## src/hdl/pwm_consts.vh

```
`ifndef PWM_CONSTS_VH
`define PWM_CONSTS_VH
// Register byte addresses on the APB.
`define ADDR_TIME_BASE_CTRL 12'h000
`define ADDR_PRIMARY_PERIOD 12'h004
`define ADDR_SECONDARY_PERIOD 12'h008
`define ADDR_GEN_CTRL 12'h00c
`define ADDR_PIN_CTRL 12'h010
`define ADDR_DUTY 12'h014
`define ADDR_PHASE 12'h018
`define ADDR_DEAD_TIME 12'h01c
`define ADDR_STATUS 12'h020
// Time base control register fields.
`define BIT_MODULE_ENABLE 15
// Generator control register fields.
`define BIT_MASTER_SELECT 3
`define BIT_EXT_RESET_EN 1
`define BIT_INDEPENDENT 2
`define BIT_FAULT_EN 4
`define BIT_CLIMIT_EN 5
// Pin control register fields.
`define BIT_HIGH_OWN 15
`define BIT_LOW_OWN 14
`define BIT_HIGH_OVR_EN 9
`define BIT_LOW_OVR_EN 8
`define BIT_OVR_DATA_HI 7
`define BIT_OVR_DATA_LO 6
`define BIT_FAULT_DATA_HI 5
`define BIT_FAULT_DATA_LO 4
`define BIT_CLIMIT_DATA_HI 3
`define BIT_CLIMIT_DATA_LO 2
`define BIT_SWAP 1
// Reset values.
`define RESET_PERIOD 16'h0064
`define RESET_PIN_CTRL 16'h0000
`endif

```

## src/hdl/pwm_time_base.v

```verilog
`default_nettype none
`include "pwm_consts.vh"
// One counter with its compare; the counter wraps at the period and can be
// restarted from outside.
module pwm_time_base #(
    parameter WIDTH = 16
) (
    // Clock and reset
    input wire clk_in,
    input wire reset_in,
    // Control
    input wire run_in,
    input wire restart_in,
    input wire [WIDTH-1:0] period_in,
    input wire [WIDTH-1:0] phase_in,
    input wire [WIDTH-1:0] duty_in,
    // Results
    output reg wave_out,
    output wire boundary_out
);
    reg [WIDTH-1:0] count_reg;

    assign boundary_out = run_in && (count_reg >= period_in);

    always @(posedge clk_in or posedge reset_in) begin
        if (reset_in) begin
            count_reg <= {WIDTH{1'b0}};
            wave_out <= 1'b0;
        end else if (!run_in) begin
            count_reg <= phase_in;
            wave_out <= 1'b0;
        end else begin
            if (restart_in || boundary_out) begin
                count_reg <= phase_in;
            end else begin
                count_reg <= count_reg + {{(WIDTH-1){1'b0}}, 1'b1};
            end
            wave_out <= (count_reg < duty_in);
        end
    end
endmodule // pwm_time_base
`default_nettype wire

```

## src/hdl/pwm_output_and_update_control.v

```verilog
`default_nettype none
`include "pwm_consts.vh"
module pwm_output_and_update_control #(
    parameter WIDTH = 16
) (
    // Clock and reset
    input wire clk_in,
    input wire reset_in,
    // APB slave
    input wire psel_in,
    input wire penable_in,
    input wire pwrite_in,
    input wire [11:0] paddr_in,
    input wire [31:0] pwdata_in,
    output reg [31:0] prdata_out,
    output wire pready_out,
    output wire pslverr_out,
    // External conditions from pins
    input wire fault_in,
    input wire current_limit_in,
    input wire ext_period_reset_in,
    // GPIO values for pins not owned by the generator
    input wire gpio_high_in,
    input wire gpio_low_in,
    // Pins
    output reg high_side_output_out,
    output reg low_side_output_out,
    output reg high_side_oe_out,
    output reg low_side_oe_out
);
    reg [15:0] time_base_control_register_reg;
    reg [15:0] primary_master_period_reg;
    reg [15:0] secondary_master_period_reg;
    reg [15:0] generator_control_register_reg;
    reg [15:0] pin_control_register_reg;
    reg [WIDTH-1:0] duty_reg;
    reg [WIDTH-1:0] phase_reg;
    reg [WIDTH-1:0] dead_time_reg;
    // Active copies that the generator really uses.
    reg [WIDTH-1:0] act_period_reg;
    reg [WIDTH-1:0] act_duty_reg;
    reg [WIDTH-1:0] act_phase_reg;
    reg [WIDTH-1:0] act_dead_reg;
    reg [1:0] fault_sync_reg;
    reg [1:0] climit_sync_reg;
    reg [1:0] xres_sync_reg;
    reg [WIDTH-1:0] dead_count_reg;
    reg high_wave_reg;
    reg low_wave_reg;
    reg prev_wave_reg;

    wire module_enable = time_base_control_register_reg[`BIT_MODULE_ENABLE];
    wire [15:0] pin_ctrl = pin_control_register_reg;
    wire [15:0] gen_ctrl = generator_control_register_reg;
    wire [WIDTH-1:0] master_period = gen_ctrl[`BIT_MASTER_SELECT] ?
        secondary_master_period_reg[WIDTH-1:0] :
        primary_master_period_reg[WIDTH-1:0];
    wire ext_reset = xres_sync_reg[1] && gen_ctrl[`BIT_EXT_RESET_EN];
    wire fault_active = fault_sync_reg[1] && gen_ctrl[`BIT_FAULT_EN];
    wire climit_active = climit_sync_reg[1] && gen_ctrl[`BIT_CLIMIT_EN];
    wire raw_wave;
    wire boundary;
    wire apb_write = psel_in && penable_in && pwrite_in;

    pwm_time_base #(
        .WIDTH(WIDTH)
    ) time_base (
        .clk_in(clk_in),
        .reset_in(reset_in),
        .run_in(module_enable),
        .restart_in(ext_reset),
        .period_in(act_period_reg),
        .phase_in(act_phase_reg),
        .duty_in(act_duty_reg),
        .wave_out(raw_wave),
        .boundary_out(boundary)
    );

    assign pready_out = 1'b1;
    assign pslverr_out = 1'b0;

    function [15:0] merge;
        input [15:0] old_value;
        input [31:0] wdata;
        begin
            merge = wdata[15:0] | (old_value & 16'h0000);
        end
    endfunction

    always @(posedge clk_in or posedge reset_in) begin
        if (reset_in) begin
            time_base_control_register_reg <= 16'h0000;
            primary_master_period_reg <= `RESET_PERIOD;
            secondary_master_period_reg <= `RESET_PERIOD;
            generator_control_register_reg <= 16'h0000;
            pin_control_register_reg <= `RESET_PIN_CTRL;
            duty_reg <= {WIDTH{1'b0}};
            phase_reg <= {WIDTH{1'b0}};
            dead_time_reg <= {WIDTH{1'b0}};
        end else if (apb_write) begin
            case (paddr_in)
                `ADDR_TIME_BASE_CTRL: time_base_control_register_reg <= merge(16'h0000, pwdata_in);
                `ADDR_PRIMARY_PERIOD: primary_master_period_reg <= merge(16'h0000, pwdata_in);
                `ADDR_SECONDARY_PERIOD: secondary_master_period_reg <= merge(16'h0000, pwdata_in);
                `ADDR_GEN_CTRL: generator_control_register_reg <= merge(16'h0000, pwdata_in);
                `ADDR_PIN_CTRL: pin_control_register_reg <= merge(16'h0000, pwdata_in);
                `ADDR_DUTY: duty_reg <= pwdata_in[WIDTH-1:0];
                `ADDR_PHASE: phase_reg <= pwdata_in[WIDTH-1:0];
                `ADDR_DEAD_TIME: dead_time_reg <= pwdata_in[WIDTH-1:0];
                default: ;
            endcase
        end
    end

    always @* begin
        case (paddr_in)
            `ADDR_TIME_BASE_CTRL: prdata_out = {16'h0000, time_base_control_register_reg};
            `ADDR_PRIMARY_PERIOD: prdata_out = {16'h0000, primary_master_period_reg};
            `ADDR_SECONDARY_PERIOD: prdata_out = {16'h0000, secondary_master_period_reg};
            `ADDR_GEN_CTRL: prdata_out = {16'h0000, generator_control_register_reg};
            `ADDR_PIN_CTRL: prdata_out = {16'h0000, pin_control_register_reg};
            `ADDR_DUTY: prdata_out = {{(32-WIDTH){1'b0}}, duty_reg};
            `ADDR_PHASE: prdata_out = {{(32-WIDTH){1'b0}}, phase_reg};
            `ADDR_DEAD_TIME: prdata_out = {{(32-WIDTH){1'b0}}, dead_time_reg};
            `ADDR_STATUS: prdata_out = {27'h0000000, high_wave_reg, low_wave_reg,
                climit_active, fault_active, module_enable};
            default: prdata_out = 32'h00000000;
        endcase
    end

    // All shadows load on the same boundary so nothing lags a cycle behind.
    always @(posedge clk_in or posedge reset_in) begin
        if (reset_in) begin
            act_period_reg <= `RESET_PERIOD;
            act_duty_reg <= {WIDTH{1'b0}};
            act_phase_reg <= {WIDTH{1'b0}};
            act_dead_reg <= {WIDTH{1'b0}};
        end else if (!module_enable || boundary) begin
            act_period_reg <= master_period;
            act_duty_reg <= duty_reg;
            act_phase_reg <= phase_reg;
            act_dead_reg <= dead_time_reg;
        end
    end

    always @(posedge clk_in or posedge reset_in) begin
        if (reset_in) begin
            fault_sync_reg <= 2'h0;
            climit_sync_reg <= 2'h0;
            xres_sync_reg <= 2'h0;
        end else begin
            fault_sync_reg <= {fault_sync_reg[0], fault_in};
            climit_sync_reg <= {climit_sync_reg[0], current_limit_in};
            xres_sync_reg <= {xres_sync_reg[0], ext_period_reset_in};
        end
    end

    // Dead time delays each rising edge in complementary mode; independent
    // mode drives the low side as a separate copy from the same restarted base.
    always @(posedge clk_in or posedge reset_in) begin
        if (reset_in) begin
            dead_count_reg <= {WIDTH{1'b0}};
            prev_wave_reg <= 1'b0;
            high_wave_reg <= 1'b0;
            low_wave_reg <= 1'b0;
        end else if (!module_enable) begin
            dead_count_reg <= {WIDTH{1'b0}};
            prev_wave_reg <= 1'b0;
            high_wave_reg <= 1'b0;
            low_wave_reg <= 1'b0;
        end else begin
            prev_wave_reg <= raw_wave;
            if (raw_wave != prev_wave_reg) begin
                dead_count_reg <= act_dead_reg;
            end else if (dead_count_reg != {WIDTH{1'b0}}) begin
                dead_count_reg <= dead_count_reg - {{(WIDTH-1){1'b0}}, 1'b1};
            end
            if (gen_ctrl[`BIT_INDEPENDENT]) begin
                high_wave_reg <= raw_wave;
                low_wave_reg <= raw_wave;
            end else begin
                high_wave_reg <= raw_wave && (raw_wave == prev_wave_reg) &&
                    (dead_count_reg == {WIDTH{1'b0}});
                low_wave_reg <= !raw_wave && (raw_wave == prev_wave_reg) &&
                    (dead_count_reg == {WIDTH{1'b0}});
            end
        end
    end

    // Output stage: swap, then override, then fault/limit, then ownership.
    always @(posedge clk_in or posedge reset_in) begin
        if (reset_in) begin
            high_side_output_out <= 1'b0;
            low_side_output_out <= 1'b0;
            high_side_oe_out <= 1'b0;
            low_side_oe_out <= 1'b0;
        end else begin
            high_side_oe_out <= 1'b1;
            low_side_oe_out <= 1'b1;
            if (!pin_ctrl[`BIT_HIGH_OWN]) begin
                high_side_output_out <= gpio_high_in;
            end else if (fault_active) begin
                high_side_output_out <= pin_ctrl[`BIT_FAULT_DATA_HI];
            end else if (climit_active) begin
                high_side_output_out <= pin_ctrl[`BIT_CLIMIT_DATA_HI];
            end else if (pin_ctrl[`BIT_HIGH_OVR_EN]) begin
                high_side_output_out <= pin_ctrl[`BIT_OVR_DATA_HI];
            end else begin
                high_side_output_out <= pin_ctrl[`BIT_SWAP] ? low_wave_reg : high_wave_reg;
            end
            if (!pin_ctrl[`BIT_LOW_OWN]) begin
                low_side_output_out <= gpio_low_in;
            end else if (fault_active) begin
                low_side_output_out <= pin_ctrl[`BIT_FAULT_DATA_LO];
            end else if (climit_active) begin
                low_side_output_out <= pin_ctrl[`BIT_CLIMIT_DATA_LO];
            end else if (pin_ctrl[`BIT_LOW_OVR_EN]) begin
                low_side_output_out <= pin_ctrl[`BIT_OVR_DATA_LO];
            end else begin
                low_side_output_out <= pin_ctrl[`BIT_SWAP] ? high_wave_reg : low_wave_reg;
            end
        end
    end
endmodule // pwm_output_and_update_control
`default_nettype wire

```

## config.mk

```make
export PLATFORM = sky130hd
export DESIGN_NAME = pwm_output_and_update_control
export DESIGN_NICKNAME = d
export VERILOG_FILES = /design/src/hdl/pwm_time_base.v /design/src/hdl/pwm_output_and_update_control.v
export VERILOG_INCLUDE_DIRS = /design/src /design/src/hdl
export SDC_FILE = /design/constraint.sdc
export NUM_CORES = 1
export LEC_CHECK = 0
export CORE_ASPECT_RATIO = 1.1
export CORE_UTILIZATION = 55
export CTS_CLUSTER_SIZE = 10
export DETAILED_ROUTE_END_ITERATION = 7
export DONT_BUFFER_PORTS = 1
export MAX_ROUTING_LAYER = met4
export PLACE_DENSITY_LB_ADDON = 0.08
export SYNTH_ARGS = -nofsm -noshare
export SYNTH_HDL_FRONTEND = slang
export SYNTH_HIERARCHICAL = 1
export SYNTH_SLANG_ARGS = --single-unit
```

## constraint.sdc

```tcl
create_clock -name clk_in -period 8 [get_ports clk_in]
set_clock_uncertainty 0.1 [all_clocks]
set_input_delay 1.6 -clock clk_in [delete_from_list [all_inputs] [get_ports clk_in]]
set_output_delay 1.6 -clock clk_in [all_outputs]
set_load 0.01 [all_outputs]
```

==> metrics.md, run 1 <==
| Metric | Value |
|---|---|
| Main combinational cell family by area after synthesis | `multiplexers` |
| Remaining global-route overflow | `0` |
| Distinct cells, synth | `57` |
| Site Rows | `55` |
| Chip Height | `155 microns` |
| Crit path capture type | `primary output` |
| DR iter-0 viols | `472` |
| Diodes inserted | `0` |
| Post-synth top area share | `0.484` |
| Clock latency on the worst-skew pair | `540 ps` |
| Final setup violation count | `0` |
| Max rail drop VDD | `0.000163 V` |
| Max FO, Critical Path | `17` |
| Cell Area, Synth | `11800 sq um` |
| Setup TNS | `0 ps` |
| Starting Density | `0.567` |
| Io pins | `92` |
| DP HPWL | `19400 microns` |
| CTS H-Tree Depth | `1` |
| Flops & latches, synth | `237` |
| Top_reg_cell synth | `dfrtp_1` |
| Post-layout min period | `5490 ps` |
| Clock transition at the registers of the reported paths | `50 ps` |
| Power density over the cells | `188 nW/um^2` |
| Cts bufs inserted | `28` |
| Synth Area in Simple Gates | `0.0766` |
| Via density | `5.99` |
| First-pass GRT wire length | `43900 microns` |
| Core area | `20800 sq um` |
| Hold slack | `259 ps` |
| Setup CP Type | `input port to primary output` |
| Rel. slew slack | `0.151` |
| CP arrival | `3790 ps` |
| Synth Area in XOR/XNOR | `0.0193` |
| Post-synth ARST share | `1.00` |
| Die extent in x | `142 microns` |
| Max Fclk | `182 MHz` |
| Remaining DRCs | `0` |
| Initial DRT Pass Iterations | `5` |
| Routed wire length | `27500 microns` |
| Post_cts resized | `0` |
| Clk sinks | `237` |
| Hold Startpoint | `climit_sync_reg[0]` |
| Static leakage | `6.08 nW` |
| Area growth syn-to-layout | `8.10%` |
| Setup bufs post-CTS | `0` |
| Largest net degree at the start of global routing | `146` |
| Die ar. | `22000 sq um` |
| Adder-Cell Fraction of Synth Area | `0.0372` |
| CTS root buf | `clkbuf_16` |
| Max-slew violations | `0` |
| CP startpoint kind | `input port` |
| Worst Setup SP | `paddr_in[9]` |
| Gp weighted congestion | `0.930` |
| Reg2reg start | `time_base/count_reg[0]` |
| Slew @ Worst Pin | `1260 ps` |
| IO buf count | `0` |
| Vias in the first global route | `7931` |
| Most frequent cells in the layout | `228 x dfrtp_1, 162 x mux2_2, 51 x nand2_1` |
| CP required | `6300 ps` |
| Status | `completed` |
| CTS tree | `yes` |
| GRT Util Overall | `0.270` |
| Post-Syn Area per Cell | `12.6 sq um` |
| Yosys top cell by area | `dfrtp_1` |
| Post-synth EDFFs | `0` |
| Main area contributors after synthesis | `dfrtp_1 48%, mux2_2 15%, mux2_4 3.8%` |
| Hold Buf Count CTS | `0` |
| Layout cells sized above 1 | `0.283` |
| Fin. Hold Viols | `0` |
| Final net count | `1019` |
| Post-synthesis compound-gate area fraction | `0.0626` |
| Initial antenna violation count | `0` |
| WL/cell | `22.3 microns` |
| Post-synthesis mux area share | `0.257` |
| Most common cell after layout, fill and taps aside | `dfrtp_1` |
| Yosys warns | `6` |
| Sequential area share after synthesis | `0.504` |
| CTS max path bufs | `3` |
| Worst Hold Class | `flop to flop` |
| Total number of vias | `7405` |
| RSZ-0062 raised after global routing | `false` |
| Syn Inst Count | `937` |
| Fin crit share | `0.686` |
| ANT nets after route | `0` |
| Max cap viols | `0` |
[cell usage after synthesis (all sizes together), types with 7 or more instances]
library cell	instances
dfstp	9
ha	35
nor2	38
xnor2	20
nand4	13
clkbuf	21
nand2	52
a22oi	19
o21ai	40
inv	41
mux2i	42
mux2	192
nand2b	9
or3	7
a21oi	21
nor3	10
mux4	15
dfrtp	228
buf	38
nand3	19
[routing by layer]
| metal | vias up | GRT usage | routed length [microns] |
|---|---|---|---|
| li1 | 3299 | - | - |
| met1 | 3849 | 0.337 | 11400 |
| met2 | 198 | 0.447 | 13700 |
| met3 | 59 | 0.0449 | 1470 |
| met4 | 0 | 0.0937 | 954 |
| met5 | - | - | 0 |
[power breakdown]
group          internal [mW]  leakage, nW  switching (mW)
Sequential              1.20         3.26         0.00320
Clock                  0.664        0.387           0.477
Combinational         0.0109         2.43          0.0354
Total                   1.88         6.08           0.516
[stage by stage]
step | cell area (sq um) | total power, mW | cells | worst slack, ps | utilization
after floorplan | 11800 | 1.28 | 954 | 294 | -
after global placement | 11900 | 1.27 | 1185 | 2630 | 0.574
after detailed placement | 11900 | 1.28 | 1185 | 2610 | 0.574
after CTS | 12700 | 2.42 | 1236 | 2610 | 0.613
after global routing | 12700 | 2.47 | 1236 | 2360 | 0.613
final | 12700 | 2.39 | 1236 | 2510 | 0.613
[worst max-delay path, cell delays in order]
cell and delay [ps]:
nor4_4 310, nand2_2 270, nor3_1 1030, a22oi_1 230
o21ai_0 330
[kinds of logic (layout without fill, tap and decap cells)]
group | Yosys count | after routing
and+or+nand+nor | 174 | 174
adders and majority gates | 35 | 35
other | 2 | 19
DFF | 237 | 237
buffers and inverters | 100 | 97
muxes | 249 | 249
AOI/OAI and AO/OA | 114 | 114
xor gates and xnor gates | 26 | 26
[final timing paths]
kind	to	slack, ps	cells after the start
min	climit_sync_reg[1]	260	0
min reg2reg	climit_sync_reg[1]	260	0
max reg2reg	act_dead_reg[1]	4490	9
max in group asynchronous	dead_time_reg[12]	5250	2
min in group asynchronous	time_base/count_reg[8]	950	1
max	prdata_out[5]	2510	5
[area by class of cell]
class	instances	area, sq um
inverters	41	161
repair buffers	5	37.5
clock buffers	49	790
flip-flops and latches	237	5940
multi-input cells	617	5420
well taps	285	357
clock inverters	2	25.0
fillers	1680	8050
Power figures use the tool's default switching activity.
==> run 2, diff against run 1 <==
--- a/config.mk
+++ b/config.mk
@@ -6,6 +6,7 @@
 export SDC_FILE = /design/constraint.sdc
 export NUM_CORES = 1
 export LEC_CHECK = 0
+export ABC_AREA = 1
 export CORE_ASPECT_RATIO = 1.1
 export CORE_UTILIZATION = 55
 export CTS_CLUSTER_SIZE = 10
==> constraint.sdc (replaced) <==
create_clock -name clk_in -period 4.6 [get_ports clk_in]
set_clock_uncertainty 0.1 [all_clocks]
set_input_delay 0.92 -clock clk_in [delete_from_list [all_inputs] [get_ports clk_in]]
set_output_delay 0.92 -clock clk_in [all_outputs]
set_load 0.01 [all_outputs]
==> run 2 against run 1 <==
Against the previous run: sequential share of layout area fell by 2.0 points; sequential cell count stayed put; synthesized area up 6.4%; non-clock buffer count up 11; combinational power increased to 2.9 times the previous value; critical path type unchanged.
==> metrics.md, run 2 <==
| Metric | Value |
|---|---|
| First-pass GRT wire length | `52300 microns (+19%)` |
| Max Fclk | `285 MHz` |
| Routed wire length | `32600 microns (+18%)` |
| Max rail drop VDD | `0.000346 V (+110%)` |
| Flops & latches, synth | `237 (unchanged)` |
| Remaining global-route overflow | `0 (unchanged)` |
| Cell repeated most along the worst path | `nor2_1` |
| Post-synth EDFFs | `0 (unchanged)` |
| Fin. Hold Viols | `0 (unchanged)` |
| Synth Area in Simple Gates | `0.251 (+0.174)` |
| Die ar. | `23400 sq um (+6.3%)` |
| Max-slew violations | `0 (unchanged)` |
| Via density | `5.56 (-7.1%)` |
| Clk sinks | `237 (unchanged)` |
| Hold Crit Depth | `0 (unchanged)` |
| Largest net degree at the start of global routing | `122 (-16%)` |
| Post-synthesis mux area share | `0.0332 (-0.224)` |
| Diodes inserted | `0 (unchanged)` |
| Remaining DRCs | `0 (unchanged)` |
| GRT Util Overall | `0.298 (+0.0278)` |
| Final setup violation count | `0 (unchanged)` |
| Setup CP Type | `input port to primary output` |
| Slowest-stage cell, CP | `nor2_1` |
| Hold Buf Count CTS | `0 (unchanged)` |
| Max FO, Critical Path | `11 (-6)` |
| Worst Hold Class | `flop to flop` |
| DP HPWL | `23100 microns (+19%)` |
| CP required | `3580 ps (-2720 ps)` |
| Fin crit share | `0.762` |
| Crit path cell chain | `nor2_2 -> nand2_4 -> nor2_1 -> nand3_1 -> o21ai_0 -> nor2_1 -> nand2_1` |
| CP startpoint kind | `input port` |
| Yosys warns | `6 (unchanged)` |
| Final net count | `1537 (+51%)` |
| Post-layout min period | `3500 ps` |
| Area growth syn-to-layout | `6.12%` |
| DP Worst Slack | `1130 ps (-1480 ps)` |
| Max cap viols | `0 (unchanged)` |
| Chip Height | `160 microns (+3.1%)` |
| CP bufs+invs | `0 (unchanged)` |
| Post_cts resized | `0 (unchanged)` |
| Total power | `4.15 mW (+74%)` |
| Site Rows | `57 (+3.6%)` |
| Io pins | `92 (unchanged)` |
| Sequential area share after synthesis | `0.474 (-0.0305)` |
| Top_reg_cell synth | `dfrtp_1` |
| Rel. slew slack | `0.405 (+0.254)` |
| Core area | `22300 sq um (+7.1%)` |
| CP peak stage delay | `700 ps (-330 ps)` |
| Main combinational cell family by area after synthesis | `simple AND/OR/NAND/NOR gates` |
| FF-to-FF End | `act_period_reg[10]` |
| Cell Area, Synth | `12500 sq um (+6.4%)` |
| Setup TNS | `0 ps (unchanged)` |
| Area of the multi-input gates | `5580 sq um (+2.8%)` |
| Slack of the worst reg-to-reg path | `1560 ps (-2930 ps)` |
| Clock latency on the worst-skew pair | `540 ps (about the same)` |
| Most common cell after layout, fill and taps aside | `nand2_1` |
| Initial antenna violation count | `0 (unchanged)` |
| Vias in the first global route | `9352 (+18%)` |
| Hold Startpoint | `fault_sync_reg[0]` |
| Register area | `5940 sq um (unchanged)` |
| Power density over the cells | `312 nW/um^2 (+66%)` |
| CTS H-Tree Depth | `1 (unchanged)` |
| Layout fillers | `1998 (+19%)` |
| Status | `completed` |
| Post-synth top area share | `0.455 (-0.0292)` |
| Setup bufs post-CTS | `0 (unchanged)` |
| Most numerous cell in the Yosys netlist | `nand2_1` |
| Initial DRT Pass Iterations | `5 (unchanged)` |
| WL/cell | `18.5 microns (-17%)` |
| Hold Path Sink | `fault_sync_reg[1]` |
| Most frequent cells in the layout | `359 x nand2_1, 228 x dfrtp_1, 131 x inv_1` |
| Post-place instance area | `12500 sq um (+5.2%)` |
| DR iter-0 viols | `785 (+66%)` |
| Reg2reg start | `act_period_reg[6]` |
| Total number of vias | `9808 (+32%)` |
| Crit path max-delay family | `simple AND/OR/NAND/NOR gates` |
| Post-synthesis compound-gate area fraction | `0.111 (+0.0489)` |
| Commonest cells in the netlist | `359 x nand2_1, 228 x dfrtp_1, 132 x inv_1` |
| RSZ-0062 raised after global routing | `false` |
| Layout cells sized above 1 | `0.125 (-0.158)` |
| Main area contributors after synthesis | `dfrtp_1 46%, nand2_1 11%, nand3_1 4.8%` |
| Post-synth ARST share | `1.00 (unchanged)` |
| Clock transition at the registers of the reported paths | `50 ps (about the same)` |
| Slew @ Worst Pin | `889 ps (-375 ps)` |
| Cts bufs inserted | `27 (-3.6%)` |
| Yosys top cell by area | `dfrtp_1` |
| Starting Density | `0.563 (-0.00340)` |
| CTS root buf | `clkbuf_16` |
| Gp weighted congestion | `0.943 (+1.4%)` |
| PnR worst setup slack | `1100 ps (-1420 ps)` |
| Static leakage | `6.62 nW (+8.9%)` |
| CTS max path bufs | `3 (unchanged)` |
| Reg2Reg Depth | `11 (+2)` |
| Die extent in x | `146 microns (+3.1%)` |
| Synth Area in XOR/XNOR | `0.00838 (-0.0109)` |
| CP arrival | `2480 ps (-1310 ps)` |
| Cell area after layout | `13300 sq um (+4.5%)` |
| Syn Inst Count | `1472 (+57%)` |
| ANT nets after route | `0 (unchanged)` |
| IO buf count | `0 (unchanged)` |
| CTS tree | `yes` |
| Adder-Cell Fraction of Synth Area | `0.0349 (-0.00224)` |
| Distinct cells, synth | `46 (-19%)` |
| Post-Syn Area per Cell | `8.52 sq um (-32%)` |
| Crit path capture type | `primary output` |
==> run 2: changes by cell type in the layout (fill, tap and decap cells not counted), sizes merged, moves of 12 or more <==
cell   change
a21oi     +12
a22oi     -19
a31oi     +14
xnor2     -15
mux2     -155
inv       +92
nand4     +35
nor2     +101
mux2i     -42
nand2    +324
o21ai    +138
mux4      -15
nand3    +105
==> run 2: cell families (layout without fill, tap and decap cells) <==
family	after synthesis	after routing
compound gates	233	233
xor+xnor	12	12
fa+ha+maj	35	35
buf+inv	222	201
flops	237	237
mux	37	37
other cells	2	19
simple gates	694	694
==> run 2: report_power, final <==
part	total, mW	leakage, nW	internal, mW	switching (mW)
registers	2.10	3.26	2.09	0.00453
clock network	1.92	0.359	1.10	0.828
logic	0.133	3.00	0.0180	0.115
total	4.15	6.62	3.21	0.947
==> run 2: per-stage QoR <==
| stage | std cells | util | hold WS, ps |
|---|---|---|---|
| floorplan | 1489 | - | 231 |
| global route | 1763 | 0.598 | 252 |
| detailed placement | 1714 | 0.564 | 237 |
| global placement | 1714 | 0.564 | 233 |
| CTS | 1763 | 0.598 | 250 |
| finish | 1763 | 0.598 | 247 |
==> run 2: worst max-delay path by stage <==
| stage | startpoint | end | slack, ps | depth (start not counted) |
|---|---|---|---|---|
| final | paddr_in[11] | prdata_out[7] | 1100 | 7 |
| after global routing | paddr_in[11] | prdata_out[12] | 880 | 7 |
| after CTS | paddr_in[11] | prdata_out[12] | 1140 | 7 |
| after detailed placement | paddr_in[11] | prdata_out[7] | 1130 | 7 |
| after global placement | paddr_in[11] | prdata_out[12] | 1130 | 7 |
| after floorplan | reset_in | act_dead_reg[0] | 720 | 1 |
==> run 2: cell type report <==
cell class	count	share of cell area
inverters	136	0.0387
multi-input cells	1030	0.419
well taps	295	0.0277
repair buffers	16	0.0109
flip-flops and latches	237	0.447
clock buffers	49	0.0570
==> run 2: layer usage <==
layer | share of wire | global-route usage
met5 | 0 | -
met4 | 0.027 | 0.0880
met3 | 0.061 | 0.0403
met2 | 0.46 | 0.457
met1 | 0.45 | 0.415
